**src/inc/otps_map.svh**
```systemverilog
/*
 Register offsets, field widths and reset values of the output
 terminal polarity select block.
 Assumes byte addressing on a 32-bit Avalon-MM slave port.
*/
`ifndef OTPS_MAP_SVH
`define OTPS_MAP_SVH

// Byte offsets; function select of output i sits at FUNC_BASE + 4*i
`define OTPS_FUNC_BASE      6'h00
`define OTPS_POL_ADDR       6'h18
`define OTPS_STATE_ADDR     6'h1C
`define OTPS_IRQ_STAT_ADDR  6'h20
`define OTPS_IRQ_CLR_ADDR   6'h24
`define OTPS_IRQ_EN_ADDR    6'h28

// Field widths
`define OTPS_FUNC_W         6
`define OTPS_POL_W          2
`define OTPS_ADDR_W         6

// State register field positions
`define OTPS_ST_PIN_LSB     8
`define OTPS_ST_POWER_BIT   16
`define OTPS_ST_RLY1_BIT    17
`define OTPS_ST_RLY2_BIT    18

// Reset values
`define OTPS_TERM_FUNC_RST  6'h00
`define OTPS_RELAY_FUNC_RST 6'h35
`define OTPS_TERM_POL_RST   2'h0
`define OTPS_RELAY_POL_RST  2'h1

`endif

```
**src/inc/otps_pkg.sv**
```systemverilog
/*
 Types shared by the output terminal polarity select block.
 Assumes the map header supplies all offsets and reset values.
*/
package otps_pkg;

    typedef enum logic [5:0] {
        FN_RUN   = 6'h00,
        FN_FWD   = 6'h33,
        FN_REV   = 6'h34,
        FN_MAJ   = 6'h35,
        FN_WC_V  = 6'h36,
        FN_WC_I  = 6'h37,
        FN_WC_V2 = 6'h38
    } otps_func_t;

    typedef enum logic [1:0] {
        POL_NO = 2'h0,
        POL_NC = 2'h1
    } otps_pol_t;

    typedef struct packed {
        logic powerOn;
        logic motorRunning;
        logic dcBrakeActive;
        logic forwardRotationFlag;
        logic reverseRotationFlag;
        logic majorFailureFlag;
        logic windowCmpVoltageInput;
        logic windowCmpCurrentInput;
        logic windowCmpSecondVoltageInput;
    } otps_flags_t;

endpackage

```
**src/hw/otps_irq_regs.sv**
```systemverilog
/*
 Sticky event status, enable mask and level interrupt output.
 Assumes event pulses and write strobes are single-cycle.
*/
`timescale 1ns/1ps
`default_nettype none

module otps_irq_regs #(
    parameter int W = 7
) (
    input  wire logic         clk,
    input  wire logic         sys_rst,
    input  wire logic [W-1:0] eventPulse,
    input  wire logic         clrWrite,
    input  wire logic         enWrite,
    input  wire logic [W-1:0] wrData,
    output logic      [W-1:0] status,
    output logic      [W-1:0] enable,
    output logic              irq
);

    // Status and enable each read back in one bus word
    if (W < 1 || W > 32) begin : g_bad_w
        $error("W must lie between 1 and 32");
    end

    typedef struct packed {
        logic [W-1:0] status;
        logic [W-1:0] enable;
        logic         irq;
    } otps_irq_state_t;

    otps_irq_state_t st_q;
    otps_irq_state_t st_d;

    always_comb begin
        st_d = st_q;
        // Set wins over a clear in the same cycle
        if (clrWrite) begin
            st_d.status = st_q.status & ~wrData;
        end
        st_d.status = st_d.status | eventPulse;
        if (enWrite) begin
            st_d.enable = wrData;
        end
        st_d.irq = |(st_d.status & st_d.enable);
    end

    always_ff @(posedge clk) begin
        if (sys_rst) begin
            st_q <= '0;
        end else begin
            st_q <= st_d;
        end
    end

    assign status = st_q.status;
    assign enable = st_q.enable;
    assign irq    = st_q.irq;

endmodule

`default_nettype wire

```
**src/hw/otps_out_select.sv**
```systemverilog
/*
 Per-output signal selector and polarity stage, purely combinational.
 Assumes function and polarity codes come from registered settings.
*/
`timescale 1ns/1ps
`default_nettype none

module otps_out_select (
    input  wire logic [5:0]           funcCode,
    input  wire logic [1:0]           polCode,
    input  wire otps_pkg::otps_flags_t flags,
    output logic                      sigAsserted,
    output logic                      conduct
);

    always_comb begin
        unique case (funcCode)
            otps_pkg::FN_RUN:   sigAsserted = flags.motorRunning | flags.dcBrakeActive;
            otps_pkg::FN_FWD:   sigAsserted = flags.forwardRotationFlag;
            otps_pkg::FN_REV:   sigAsserted = flags.reverseRotationFlag;
            otps_pkg::FN_MAJ:   sigAsserted = flags.majorFailureFlag;
            otps_pkg::FN_WC_V:  sigAsserted = flags.windowCmpVoltageInput;
            otps_pkg::FN_WC_I:  sigAsserted = flags.windowCmpCurrentInput;
            otps_pkg::FN_WC_V2: sigAsserted = flags.windowCmpSecondVoltageInput;
            // Unsupported codes hold the output deasserted
            default:            sigAsserted = 1'b0;
        endcase
        // Undefined polarity codes behave as normally-open
        if (polCode == otps_pkg::POL_NC) begin
            conduct = ~sigAsserted;
        end else begin
            conduct = sigAsserted;
        end
    end

endmodule

`default_nettype wire

```
**src/hw/otps_output_stage.sv**
```systemverilog
/*
 Output terminal stage: function select, polarity and relay control
 for open-collector terminals and one changeover alarm relay, with
 an Avalon-MM register slave and an event interrupt.
 Assumes drive status flags are synchronous to clk and that powerOn
 low models an unpowered drive.
*/
`timescale 1ns/1ps
`default_nettype none
`include "otps_map.svh"

module otps_output_stage #(
    parameter int NUM_TERM = 5
) (
    input  wire logic                  clk,
    input  wire logic                  sys_rst,
    input  wire logic [5:0]            avs_address,
    input  wire logic                  avs_read,
    input  wire logic                  avs_write,
    input  wire logic [31:0]           avs_writedata,
    input  wire logic [3:0]            avs_byteenable,
    output logic      [31:0]           avs_readdata,
    output logic                       avs_waitrequest,
    input  wire otps_pkg::otps_flags_t driveFlags,
    input  wire logic [NUM_TERM-1:0]   outputPinIn,
    output logic      [NUM_TERM-1:0]   outputPinOut,
    output logic      [NUM_TERM-1:0]   outputPinOeN,
    output logic                       relayFirstContactPair,
    output logic                       relaySecondContactPair,
    output logic                       irq
);

    localparam int NOUT = NUM_TERM + 1;
    localparam int NEV  = NOUT + 1;

    // Function registers must fit below the polarity register
    if (NUM_TERM < 1 || NUM_TERM > 5) begin : g_bad_num_term
        $error("NUM_TERM must lie between 1 and 5");
    end

    // Polarity fields of all outputs share one bus word
    if (NOUT * `OTPS_POL_W > 32) begin : g_bad_pol_word
        $error("Polarity fields overflow one word");
    end

    // Selected-signal bits sit below the sensed pin field
    if (NOUT > `OTPS_ST_PIN_LSB) begin : g_bad_state_sel
        $error("Selected-signal field overlaps pin field");
    end

    // Sensed pins sit below the power bit
    if (`OTPS_ST_PIN_LSB + NUM_TERM > `OTPS_ST_POWER_BIT) begin : g_bad_state_pin
        $error("Pin field overlaps power bit");
    end

    // Power and relay bits keep their order in the state word
    if (`OTPS_ST_POWER_BIT >= `OTPS_ST_RLY1_BIT
        || `OTPS_ST_RLY1_BIT >= `OTPS_ST_RLY2_BIT) begin : g_bad_state_order
        $error("State word bits out of order");
    end

    // Relay bits must fit the state word
    if (`OTPS_ST_RLY2_BIT > 31) begin : g_bad_state_top
        $error("Relay bits overflow one word");
    end

    // Every output event plus power loss fits one status word
    if (NEV > 32) begin : g_bad_ev_word
        $error("Event bits overflow one word");
    end

    // Register fields must be as wide as the shared code types
    if (`OTPS_FUNC_W != $bits(otps_pkg::otps_func_t)) begin : g_bad_func_w
        $error("Function field width differs from code type");
    end

    if (`OTPS_POL_W != $bits(otps_pkg::otps_pol_t)) begin : g_bad_pol_w
        $error("Polarity field width differs from code type");
    end

    typedef struct packed {
        logic [NOUT-1:0][`OTPS_FUNC_W-1:0] func;
        logic [NOUT-1:0][`OTPS_POL_W-1:0]  pol;
        logic [NOUT-1:0]                   asserted;
        logic                              powerPrev;
        logic [NUM_TERM-1:0]               pinOut;
        logic [NUM_TERM-1:0]               pinOeN;
        logic                              relayFirst;
        logic                              relaySecond;
        logic                              waitReq;
        logic [31:0]                       rdata;
    } otps_top_state_t;

    function automatic otps_top_state_t resetState();
        otps_top_state_t s;
        s = '0;
        for (int i = 0; i < NUM_TERM; i++) begin
            s.func[i] = `OTPS_TERM_FUNC_RST;
            s.pol[i]  = `OTPS_TERM_POL_RST;
        end
        s.func[NUM_TERM] = `OTPS_RELAY_FUNC_RST;
        s.pol[NUM_TERM]  = `OTPS_RELAY_POL_RST;
        s.pinOeN         = '1;
        s.relayFirst     = 1'b0;
        s.relaySecond    = 1'b1;
        s.waitReq        = 1'b1;
        return s;
    endfunction

    // Merge write data into an old word under the byte enables
    function automatic logic [31:0] beMerge(
        input logic [31:0] oldVal,
        input logic [31:0] newVal,
        input logic [3:0]  be
    );
        logic [31:0] r;
        r = oldVal;
        for (int b = 0; b < 4; b++) begin
            if (be[b]) begin
                r[8*b +: 8] = newVal[8*b +: 8];
            end
        end
        return r;
    endfunction

    // Word-aligned address of a function select register
    function automatic logic isFuncAddr(
        input logic [5:0] addr
    );
        return addr[1:0] == 2'h0 && addr[5:2] < 4'(NOUT);
    endfunction

    // Live state word: selected signals, sensed pins, power, relay pairs
    function automatic logic [31:0] stateWord(
        input otps_top_state_t s
    );
        logic [31:0] r;
        r = 32'h0000_0000;
        r[NOUT-1:0] = s.asserted;
        r[`OTPS_ST_PIN_LSB +: NUM_TERM] = outputPinIn;
        r[`OTPS_ST_POWER_BIT] = driveFlags.powerOn;
        r[`OTPS_ST_RLY1_BIT]  = s.relayFirst;
        r[`OTPS_ST_RLY2_BIT]  = s.relaySecond;
        return r;
    endfunction

    otps_top_state_t st_q;
    otps_top_state_t st_d;

    logic [NOUT-1:0] selAsserted;
    logic [NOUT-1:0] selConduct;
    logic [NEV-1:0]  evPulse;
    logic [NEV-1:0]  irqStatus;
    logic [NEV-1:0]  irqEnable;
    logic            irqLevel;
    logic            wrFire;
    logic            clrWrite;
    logic            enWrite;
    logic [NEV-1:0]  irqWrData;
    logic [31:0]     irqWrWord;
    logic [3:0]      wordIdx;
    logic            funcWrite;
    logic            polWrite;

    for (genvar i = 0; i < NOUT; i++) begin : g_sel
        otps_out_select u_sel (
            .funcCode    (st_q.func[i]),
            .polCode     (st_q.pol[i]),
            .flags       (driveFlags),
            .sigAsserted (selAsserted[i]),
            .conduct     (selConduct[i])
        );
    end

    // A write takes effect only at the edge that completes the transfer
    assign wrFire    = avs_write && !st_q.waitReq;
    assign wordIdx   = avs_address[5:2];
    assign clrWrite  = wrFire && (avs_address == `OTPS_IRQ_CLR_ADDR);
    assign enWrite   = wrFire && (avs_address == `OTPS_IRQ_EN_ADDR);
    assign irqWrWord = beMerge(32'h0000_0000, avs_writedata, avs_byteenable);
    assign irqWrData = irqWrWord[NEV-1:0];
    assign funcWrite = wrFire && isFuncAddr(avs_address);
    assign polWrite  = wrFire && (avs_address == `OTPS_POL_ADDR);

    // Events: each selected signal rising, and loss of drive power
    always_comb begin
        evPulse             = '0;
        evPulse[NOUT-1:0]   = selAsserted & ~st_q.asserted;
        evPulse[NOUT]       = st_q.powerPrev & ~driveFlags.powerOn;
    end

    otps_irq_regs #(
        .W (NEV)
    ) u_irq (
        .clk        (clk),
        .sys_rst    (sys_rst),
        .eventPulse (evPulse),
        .clrWrite   (clrWrite),
        .enWrite    (enWrite),
        .wrData     (irqWrData),
        .status     (irqStatus),
        .enable     (irqEnable),
        .irq        (irqLevel)
    );

    function automatic logic [31:0] readMux(
        input logic [5:0]      addr,
        input otps_top_state_t s
    );
        logic [31:0] r;
        r = 32'h0000_0000;
        if (isFuncAddr(addr)) begin
            r[`OTPS_FUNC_W-1:0] = s.func[addr[5:2]];
        end else begin
            case (addr)
                `OTPS_POL_ADDR: begin
                    r[NOUT*`OTPS_POL_W-1:0] = s.pol;
                end
                `OTPS_STATE_ADDR: begin
                    r = stateWord(s);
                end
                `OTPS_IRQ_STAT_ADDR: begin
                    r[NEV-1:0] = irqStatus;
                end
                `OTPS_IRQ_EN_ADDR: begin
                    r[NEV-1:0] = irqEnable;
                end
                // Clear register is write-only; unmapped reads give zero
                default: begin
                    r = 32'h0000_0000;
                end
            endcase
        end
        return r;
    endfunction

    always_comb begin
        logic [31:0] merged;
        merged = 32'h0000_0000;
        st_d = st_q;

        st_d.asserted  = selAsserted;
        st_d.powerPrev = driveFlags.powerOn;

        // Open-collector terminals never source current
        st_d.pinOut = '0;
        for (int i = 0; i < NUM_TERM; i++) begin
            // Unpowered terminals stay open
            st_d.pinOeN[i] = ~(driveFlags.powerOn & selConduct[i]);
        end

        if (!driveFlags.powerOn) begin
            st_d.relayFirst  = 1'b0;
            st_d.relaySecond = 1'b1;
        end else begin
            // Changeover contact: one pair is always the complement
            st_d.relayFirst  = selConduct[NUM_TERM];
            st_d.relaySecond = ~selConduct[NUM_TERM];
        end

        // One wait state per transfer, then one cycle of release
        if ((avs_read || avs_write) && st_q.waitReq) begin
            st_d.waitReq = 1'b0;
            st_d.rdata   = readMux(avs_address, st_q);
        end else begin
            st_d.waitReq = 1'b1;
        end

        if (funcWrite) begin
            merged = beMerge(32'(st_q.func[wordIdx]), avs_writedata, avs_byteenable);
            st_d.func[wordIdx] = merged[`OTPS_FUNC_W-1:0];
        end
        if (polWrite) begin
            merged = beMerge(32'(st_q.pol), avs_writedata, avs_byteenable);
            st_d.pol = merged[NOUT*`OTPS_POL_W-1:0];
        end
    end

    always_ff @(posedge clk) begin
        if (sys_rst) begin
            st_q <= resetState();
        end else begin
            st_q <= st_d;
        end
    end

    assign avs_readdata           = st_q.rdata;
    assign avs_waitrequest        = st_q.waitReq;
    assign outputPinOut           = st_q.pinOut;
    assign outputPinOeN           = st_q.pinOeN;
    assign relayFirstContactPair  = st_q.relayFirst;
    assign relaySecondContactPair = st_q.relaySecond;
    assign irq                    = irqLevel;

endmodule

`default_nettype wire

```
**config.mk**
```make
export PLATFORM = sky130hd
export DESIGN_NAME = otps_output_stage
export DESIGN_NICKNAME = d
export VERILOG_FILES = /design/src/inc/otps_pkg.sv /design/src/hw/otps_irq_regs.sv /design/src/hw/otps_out_select.sv /design/src/hw/otps_output_stage.sv
export VERILOG_INCLUDE_DIRS = /design/src /design/src/inc
export SDC_FILE = /design/constraint.sdc
export NUM_CORES = 1
export LEC_CHECK = 0
export BUFFER_PORTS_ARGS = -buffer_cell sky130_fd_sc_hd__buf_2
export CAP_MARGIN = 40
export CORE_MARGIN = 3
export CORE_UTILIZATION = 50
export CTS_CLUSTER_DIAMETER = 60
export CTS_CLUSTER_SIZE = 24
export DETAILED_ROUTE_END_ITERATION = 6
export PLACE_DENSITY = 0.77
export SETUP_SLACK_MARGIN = 0.4
export SKIP_CTS_REPAIR_TIMING = 1
export SLEW_MARGIN = 20
export SYNTH_ARGS = -nofsm -noshare
export SYNTH_HDL_FRONTEND = slang
export SYNTH_HIERARCHICAL = 1
export SYNTH_SLANG_ARGS = --single-unit
```
**constraint.sdc**
```tcl
create_clock -name clk -period 2.2 [get_ports clk]
set_input_delay 0 -clock clk [delete_from_list [all_inputs] [get_ports clk]]
set_output_delay 0 -clock clk [all_outputs]
set_load 0.01 [all_outputs]
```
==> results.py, run 1 <==
metrics = {
    "place": {
        "port-buffer-count": 62,
        "placed_cell_area_mm2": 0.00539,
        "gp_congestion": 0.914,
        "dpl.hpwl_um": 9940,
    },
    "floorplanning": {
        "fp.dieH_um": 106,
        "num_rows": 35,
        "core_region_area_mm2": 0.00950,
        "die_w_um": 106,
        "start_util": 0.528,
        "io_pins": 106,
        "dieArea_mm2": 0.0113,
    },
    "pwr": {
        "combinationalPowerShare": 0.137,
        "pwr_density_cell_mw_per_mm2": 564,
        "power.leakage_uw": 0.00218,
        "intPower_uw": 2350,
        "clkPwrFrac": 0.338,
        "switchingPower_uw": 1000,
        "swShare": 0.299,
        "irDropWorstVdd_v": 0.000444,
        "seqPwrFrac": 0.524,
    },
    "clocking": {
        "clk_latency_ps": 380,
        "ctsRootBufferMaster": "clkbuf_8",
        "h-tree-depth": 3,
        "cts_inserted_buffers": 9,
        "cts_tree": "yes",
        "cts.sink_count": 94,
        "clkTransAtPathRegs_ps": 100,
        "clock_path_buffers": 2,
    },
    "final_layout": {
        "fin_nets": 692,
        "nFillCells": 798,
        "drive_gt1_frac": 0.276,
        "area_growth_pct": 18.3,
        "final_area_mm2": 0.00594,
    },
    "global_route": {
        "gr-total-overflow": 0,
        "grt_pass1_vias": 4189,
        "antenna_found_initial": 1,
        "track_usage": 0.242,
        "grt_pass1_wl_um": 21600,
        "grt_max_degree": 35,
    },
    "detailed_routing": {
        "viasPerCell": 5.97,
        "drt_pass1_iterations": 5,
        "routedWlPerCell_um": 18.9,
        "vias": 4579,
        "drtAntennaViolNets": 0,
        "drt-total-wl_um": 14500,
        "drc_errors": 0,
        "drt_iter0_drc": 309,
    },
    "synthesis": {
        "synth_top_area_frac": 0.375,
        "synthFlopType": "dfxtp_1",
        "yosysTopAreaCell": "dfxtp_1",
        "ys_seq_elements": 94,
        "syn_inst": 551,
        "synth-seq-area-share": 0.375,
        "synth_edf_count": 0,
        "synthArstFlopShare": 0,
        "syn_area_mm2": 0.00502,
        "ys_types": 46,
        "yosys-top-cells-area": "dfxtp_1 (37%), mux2i_1 (7.2%), buf_4 (6.4%)",
        "yosysWarnings": 6,
        "syn_area_per_cell_um2": 9.11,
    },
    "critical_path": {
        "required_ps": 2460,
        "startpoint": "st_q[70]",
        "slowest_stage": "mux4_2",
        "end_kind": "flop",
        "rr_startpoint": "st_q[70]",
        "path_cells": "mux4_2 > a21boi_2 > nor4_2 > nor2b_1 > a21oi_2 > o22ai_1 > o41a_1",
        "r2r-end": "u_irq/irq",
        "crit_arrival_ps": 2410,
        "crit_type": "reg -> reg",
        "reg2reg_slack_ps": 40,
        "cp_max_fo": 7,
        "rr_worst_depth": 7,
        "critPathLaunchType": "flop",
        "critPathMaxStageDelay_ps": 510,
    },
    "run_status": {
        "status": "complete, no violations",
    },
    "min_path": {
        "whs_endpoint": "st_q[63]",
        "hold_path_class": "in -> reg",
        "worstHoldPathCells": 5,
        "min_from": "avs_byteenable[1]",
    },
    "job": {
        "maxCapViolations": 0,
    },
    "sta": {
        "rsz0062_at_grt": "true",
        "final_hold_viol_count": 0,
        "setup_violations": 0,
        "fmax_mhz": 464,
        "worst_pin_slew_ps": 741,
        "slew_violations": 0,
        "fin_setup_tns_ps": 0,
        "finClkSkew_ps": 13.5,
        "period_needed_ps": 2160,
        "relSlewSlack": 0.506,
        "final_min_period_over_clock_period": 0.981,
    },
}
[critical path: cells and delay by family, from the launching register on]
kind               cells  cell delay (ps)
DFF                    1              400
AOI/OAI and AO/OA      4              860
muxes                  1              510
and+or+nand+nor        2              270
[per-stage QoR]
step	total power (uW)	utilization	hold slack [ps]	instances	setup slack (ps)
2_1_floorplan	2070	-	72.4	571	295
3_3_place_gp	2190	0.567	224	724	118
3_5_place_dp	2200	0.567	223	724	56.5
4_1_cts	3320	0.587	-175	740	33.5
5_1_grt	3460	0.625	164	767	19.2
6_report	3350	0.625	93.6	767	42.8
[final cells by class]
class	count	area [um2]	area share
diodes	1	2.50	0.000421
well taps	129	161	0.0272
repair buffers	120	803	0.135
clock inverters	7	65.1	0.0110
clock buffers	9	124	0.0209
inverters	7	26.3	0.00442
flip-flops and latches	94	1900	0.321
multi-input cells	400	2850	0.480
[cells in the mapped netlist, drive strengths merged, types with 2 or more instances]
cell and count:
dfxtp 94, nor2 76, buf 49, a211oi 38, mux2i 36, nand2 27, clkbuf 21, nor2b 17
a21oi 16, a31oi 16, nor3 15, nand3 14, a22oi 13, nor4 12, nand2b 10, and2 7
and4bb 7, inv 7, o21ai 7, a21boi 6, a221oi 6, a311oi 6, and3b 6, mux4 6
o21bai 6, o311ai 6, o31a 6, xnor2 6, nor4b 3, o22ai 3, or4b 2
[cells in the final DEF (no fill, tap or decap), drive strengths merged, types with 15 or more instances in the layout]
master	n
a211oi	38
a21oi	16
a31oi	16
buf	98
conb	21
dfxtp	94
dlygate4sd3	18
mux2i	36
nand2	27
nor2	76
nor2b	17
nor3	15
[registers in the layout, indices dropped and copies added, names as in the netlist]
name	cells
u_irq/irq	1
relayFirstContactPair	1
outputPinOeN	5
avs_readdata	16
avs_waitrequest	1
u_irq/enable	7
st_q	55
relaySecondContactPair	1
u_irq/status	7
[cell families (layout without fill, tap and decap cells)]
kind of cell | Yosys count | after routing | share of synthesized area
AOI/OAI and AO/OA | 134 | 134 | 0.197
other | 1 | 22 | 0.000747
buffers and inverters | 77 | 143 | 0.0925
xor gates and xnor gates | 6 | 6 | 0.0105
and+or+nand+nor | 197 | 197 | 0.221
DFF | 94 | 94 | 0.375
muxes | 42 | 42 | 0.103
[worst max-delay path by stage]
stage | to | cells past startpoint
2_1_floorplan | u_irq/irq | 7
3_3_place_gp | u_irq/irq | 7
3_5_place_dp | u_irq/irq | 7
4_1_cts | u_irq/irq | 7
5_1_grt | u_irq/irq | 7
6_report | u_irq/irq | 7
[routing by layer]
metal | up-vias | wire length (um) | global-route usage
li1 | 2125 | - | -
met1 | 2152 | 5820 | 0.307
met2 | 253 | 6790 | 0.381
met3 | 49 | 1480 | 0.0662
met4 | 0 | 430 | 0.113
met5 | - | 0 | 0
[power by group through the flow]
| stage | Sequential [uW] | Combinational, uW | Clock, uW |
|---|---|---|---|
| finish | 1760 | 459 | 1130 |
| global route | 1760 | 492 | 1210 |
| CTS | 1760 | 407 | 1150 |
| detailed placement | 1800 | 405 | 0 |
| global placement | 1790 | 397 | 0 |
| floorplan | 1790 | 279 | 0 |
No activity file was read; power rests on OpenSTA's default activity.
==> run 2, diff against run 1 <==
ABC_AREA = 1   (was default)
CORE_UTILIZATION = 51   (was 50)
==> run 2 against run 1 <==
  * Critical path depth is 4 higher
  * Via count is 32% higher
  * Cell area is 13% higher
  * Critical endpoint unchanged
  * Largest power group unchanged
  * Synthesized cell count is 80% higher
  * Total power is 16% higher
  * Non-clock buffer count is 32 lower
  * Die area is 16% higher
==> results.py, run 2 <==
metrics = {
    "sta": {
        "slew_violations": 0,
        "finClkSkew_ps": 6.51,
        "period_needed_ps": 1710,
        "worst_pin_slew_ps": 560,
        "layout_setup_ws_ps": 494,
        "final_min_period_over_clock_period": 0.776,
        "fin_setup_tns_ps": 0,
        "fmax_mhz": 586,
        "relSlewSlack": 0.626,
        "rsz0062_at_grt": "false",
        "final_hold_viol_count": 0,
        "setup_violations": 0,
    },
    "global_route": {
        "grt_max_degree": 46,
        "gr-total-overflow": 0,
        "groute.layer.met1.usage": 0.333,
        "grtUsageMet2": 0.395,
        "track_usage": 0.253,
        "top_usage_layer": "met2",
        "grt_pass1_vias": 5259,
        "grt_pass1_wl_um": 25800,
        "antenna_found_initial": 0,
        "grt_use_met3": 0.0608,
    },
    "floorplanning": {
        "core_region_area_mm2": 0.0112,
        "io_pins": 106,
        "fp.dieH_um": 114,
        "die_w_um": 114,
        "num_rows": 38,
        "start_util": 0.536,
        "dieArea_mm2": 0.0131,
    },
    "critical_path": {
        "critPathMostFrequentCell": "nand2_1",
        "crit_buf_inv": 2,
        "crit_type": "reg -> reg",
        "crit_family": "simple AND/OR/NAND/NOR gates",
        "path_cells": "inv_1 > nand2_1 > nor4_2 > buf_4 > nand2_1 > nand2_1 > nand2_1 > nand2_1 > nand2_1 > nor2_2 > a21oi_2",
        "critPathLaunchType": "flop",
        "critPathMaxStageDelay_ps": 310,
        "required_ps": 2420,
        "slowest_stage": "dfxtp_1",
        "crit_arrival_ps": 1930,
        "cp_max_fo": 7,
        "end_kind": "flop",
    },
    "synthesis": {
        "yosysTopAreaCell": "dfxtp_1",
        "synthArstFlopShare": 0,
        "syn_inst": 992,
        "synthFlopType": "dfxtp_1",
        "synthTopCellsByCount": "nand2_1 (278), inv_1 (148), nand3_1 (116), nor2_1 (110), dfxtp_1 (94)",
        "ys_seq_elements": 94,
        "synth_edf_count": 0,
        "yosysMostFrequentCell": "nand2_1",
        "syn_area_per_cell_um2": 6.04,
        "yosysWarnings": 6,
        "ys_types": 30,
        "yosys-top-cells-area": "dfxtp_1 (31%), nand2_1 (17%), nand3_1 (9.7%)",
        "synth_top_area_frac": 0.314,
        "synth-seq-area-share": 0.314,
        "syn_area_mm2": 0.00599,
    },
    "detailed_routing": {
        "drc_errors": 0,
        "vias": 6057,
        "viasPerCell": 5.09,
        "drt_pass1_iterations": 5,
        "drtAntennaViolNets": 0,
        "routedWlPerCell_um": 14.1,
        "drt-total-wl_um": 16800,
        "drt_iter0_drc": 653,
    },
    "final_layout": {
        "final_area_mm2": 0.00669,
        "final_util": 0.599,
        "final_common_cell": "nand2_1",
        "area_growth_pct": 11.7,
        "antenna_cells": 0,
        "multi_input_area_mm2": 0.00309,
        "mostFrequentLayoutCells": "nand2_1 (277), inv_1 (148), nand3_1 (116)",
        "seqCellArea_mm2": 0.00189,
        "fin_nets": 1106,
        "drive_gt1_frac": 0.169,
        "regMostFlops": "st_q",
        "largest_register_ffs": 55,
        "nFillCells": 1088,
    },
    "clocking": {
        "clock_path_buffers": 2,
        "cts.sink_count": 94,
        "cts_tree": "yes",
        "clk_latency_ps": 360,
        "clkTransAtPathRegs_ps": 70,
        "h-tree-depth": 3,
        "cts_inserted_buffers": 9,
        "ctsRootBufferMaster": "clkbuf_16",
    },
    "place": {
        "dpl.hpwl_um": 11900,
        "dp_slack_ps": 493,
        "gp_congestion": 0.963,
        "placed_cell_area_mm2": 0.00617,
        "port-buffer-count": 62,
    },
    "run_status": {
        "status": "complete, no violations",
    },
    "min_path": {
        "hold_path_class": "in -> reg",
    },
    "pwr": {
        "irDropWorstVdd_v": 0.00112,
        "pwr_density_cell_mw_per_mm2": 583,
        "power.leakage_uw": 0.00344,
    },
    "job": {
        "maxCapViolations": 0,
    },
}
run 2: changes by cell type in the layout (fill, tap and decap cells not counted), sizes merged, moves of 24 or more:
cell	change
inv	+163
nand2	+261
mux2i	-36
nand3	+108
buf	-28
nand4	+24
nor2	+68
a211oi	-38
a21oi	+38
run 2: cells by family after synthesis:
group	after synthesis	share of synthesized area
buffers and inverters	240	0.185
other	1	0.000626
AND/OR/NAND/NOR	590	0.442
flip-flops	94	0.314
AO/OA/AOI/OAI	67	0.0581
run 2: cell type report:
class | count | area share
Tap cell | 140 | 0.0262
Clock buffer | 9 | 0.0337
Sequential cell | 94 | 0.283
Multi-Input combinational cell | 678 | 0.461
Timing Repair Buffer | 88 | 0.0823
Clock inverter | 7 | 0.0142
Inverter | 175 | 0.0997
run 2: path summary, 6_finish.rpt:
kind                            slack, ps                   from  depth (start not counted)          endpoint
worst min register to register        460  relayFirstContactPair                          2  avs_readdata[17]
worst max register to register        490        avs_waitrequest                         11         u_irq/irq
worst max-delay path                  490        avs_waitrequest                         11         u_irq/irq
worst min-delay path                  100      avs_byteenable[1]                          4          st_q[62]
run 2: metrics by stage:
step,std cells,total power (uW),hold slack [ps]
after floorplan,1012,2100,62.4
after global placement,1157,2200,214
after detailed placement,1157,2210,217
after CTS,1173,3880,-149
after global routing,1191,4040,143
final,1191,3900,104
run 2: power by group:
group	total (uW)	internal [uW]	switching (uW)
clock network	1690	999	690
logic	451	137	315
registers	1760	1740	17.0
total	3900	2870	1020
run 2: tightest hold or removal path, stage by stage:
cell	delay (ps)
buf_2	90
nand3_1	190
nand2_1	80
nand3_1	70
run 2: metal layers:
metal | vias to the layer above | share of wire
li1 | 3106 | -
met1 | 2657 | 0.42
met2 | 254 | 0.45
met3 | 40 | 0.084
met4 | 0 | 0.037
met5 | - | 0
==> run 3, diff against run 2 <==
ABC_AREA = 0   (was 1)
CORE_UTILIZATION = 55   (was 51)
PLACE_DENSITY = 0.8   (was 0.77)
clock period = 1.7 ns   (was 2.2 ns; I/O delays follow)
==> run 3 against run 2 <==
  * The flow now finishes with violations (negative setup slack)
  * Sequential power is 29% higher
  * Via count fell by 5.8%
  * Setup slack got worse by 1000 ps
  * Cell area is 13% higher
  * Clock power is essentially flat
==> results.py, run 3 (same netlist as run 1, synthesis figures left out) <==
metrics = {
    "global_route": {
        "antenna_found_initial": 0,
        "grt_max_degree": 34,
        "grt_pass1_vias": 4688,
        "gr-total-overflow": 0,
        "grt_pass1_wl_um": 24600,
        "track_usage": 0.311,
    },
    "final_layout": {
        "final_common_cell": "buf_4",
        "largest_register_ffs": 55,
        "drive_gt1_frac": 0.539,
        "mostFrequentLayoutCells": "buf_4 (91), dfxtp_1 (65), buf_2 (63)",
        "fin_nets": 788,
        "area_growth_pct": 51.2,
        "regMostFlops": "st_q",
        "antenna_cells": 0,
        "stdcell_count": 841,
    },
    "critical_path": {
        "r2r-end": "u_irq/irq",
        "rr_startpoint": "st_q[70]",
        "reg2reg_slack_ps": -530,
        "end_kind": "flop",
        "critPathMaxStageDelay_ps": 530,
        "rr_worst_depth": 7,
        "required_ps": 1960,
        "slowest_stage": "mux4_2",
        "cp_max_fo": 3,
        "startpoint": "st_q[70]",
        "crit_cells": 7,
        "crit_buf_inv": 0,
        "crit_arrival_ps": 2490,
        "crit_family": "compound AO/OA/AOI/OAI gates",
        "critPathLaunchType": "flop",
        "crit_type": "reg -> reg",
        "path_cells": "mux4_2 > a21boi_2 > nor4_2 > nor2b_1 > a21oi_2 > o22ai_1 > o41a_1",
    },
    "detailed_routing": {
        "drt_iter0_drc": 567,
        "drt_pass1_iterations": 5,
        "drtAntennaViolNets": 0,
        "routedWlPerCell_um": 25.5,
        "viasPerCell": 6.79,
        "drt-total-wl_um": 21500,
        "drc_errors": 0,
        "vias": 5707,
    },
    "run_status": {
        "status": "complete, but fails checks",
        "violations": "negative setup slack",
    },
    "sta": {
        "rsz0062_at_grt": "true",
        "setup_violations": 24,
        "slew_violations": 0,
        "relSlewSlack": 0.537,
        "whs_ps": 175,
        "finClkSkew_ps": 14.1,
        "worst_pin_slew_ps": 693,
        "final_min_period_over_clock_period": 1.31,
        "layout_setup_ws_ps": -532,
        "period_needed_ps": 2230,
        "fmax_mhz": 448,
        "final_hold_viol_count": 0,
    },
    "clocking": {
        "clk_latency_ps": 380,
        "cts_inserted_buffers": 9,
        "clkTransAtPathRegs_ps": 100,
        "cts.sink_count": 94,
        "cts_tree": "yes",
        "ctsRootBufferMaster": "clkbuf_8",
        "h-tree-depth": 3,
        "clock_path_buffers": 2,
    },
    "min_path": {
        "hold_path_class": "in -> reg",
        "worstHoldPathCells": 5,
        "min_from": "avs_read",
        "whs_endpoint": "avs_readdata[12]",
    },
    "pwr": {
        "irDropWorstVdd_v": 0.000524,
        "total_power_uw": 4810,
        "pwr_density_cell_mw_per_mm2": 634,
        "power.leakage_uw": 0.00297,
    },
    "job": {
        "maxCapViolations": 0,
    },
    "floorplanning": {
        "io_pins": 106,
        "fp.dieH_um": 102,
        "dieArea_mm2": 0.0103,
        "start_util": 0.570,
        "core_region_area_mm2": 0.00881,
        "die_w_um": 102,
        "num_rows": 34,
    },
    "place": {
        "dp_cells": 781,
        "gp_congestion": 0.943,
        "port-buffer-count": 62,
        "dpl.hpwl_um": 11600,
    },
}
==> run 3: cell count changes in the layout (fill, tap and decap cells not counted), moves of 44 or more <==
cell     previous run  this run
inv_1             148         7
nand2_1           277        27
nor2_1            110        54
buf_4               8        91
nand3_1           116         9
a21oi_1            53         9
==> run 3: cell type report <==
| cell class | count | area, um2 |
|---|---|---|
| clock inverters | 6 | 65.1 |
| clock buffers | 10 | 149 |
| multi-input cells | 401 | 3540 |
| repair buffers | 215 | 1720 |
| flip-flops and latches | 94 | 1950 |
| well taps | 108 | 135 |
| fillers | 404 | 1220 |
| inverters | 7 | 26.3 |
==> run 3: through the flow <==
step | utilization | area, um2 | setup WS (ps) | setup TNS (ps)
final | 0.862 | 7590 | -532 | -2020
after global routing | 0.862 | 7590 | -549 | -4140
after CTS | 0.725 | 6380 | -369 | -777
after detailed placement | 0.700 | 6170 | -377 | -1170
after global placement | 0.700 | 6170 | -285 | -383
after floorplan | - | 5390 | -205 | -205
==> run 3: routing by layer <==
layer  vias to the layer above  share of wire  track usage
li1                       2327              -            -
met1                      2692           0.33        0.398
met3                       170           0.11       0.0647
met2                       518           0.48        0.511
met4                         0          0.076        0.127
met5                         -              0            0
==> run 3: worst register-to-register path, delay by kind of cell, from the launching register on <==
family,cells,cell delay (ps)
multiplexers,1,540
AND/OR/NAND/NOR,2,230
AO/OA/AOI/OAI,4,980
flip-flops,1,380
==> run 3: worst max path at each step <==
stage	endpoint	slack [ps]
2_1_floorplan	u_irq/irq	-210
3_3_place_gp	u_irq/irq	-290
3_5_place_dp	u_irq/irq	-380
4_1_cts	u_irq/irq	-370
5_1_grt	u_irq/irq	-550
6_report	u_irq/irq	-530
==> run 3: where the power goes <==
| group | switching (uW) | internal (uW) |
|---|---|---|
| clock network | 906 | 777 |
| logic | 504 | 354 |
| registers | 38.2 | 2230 |
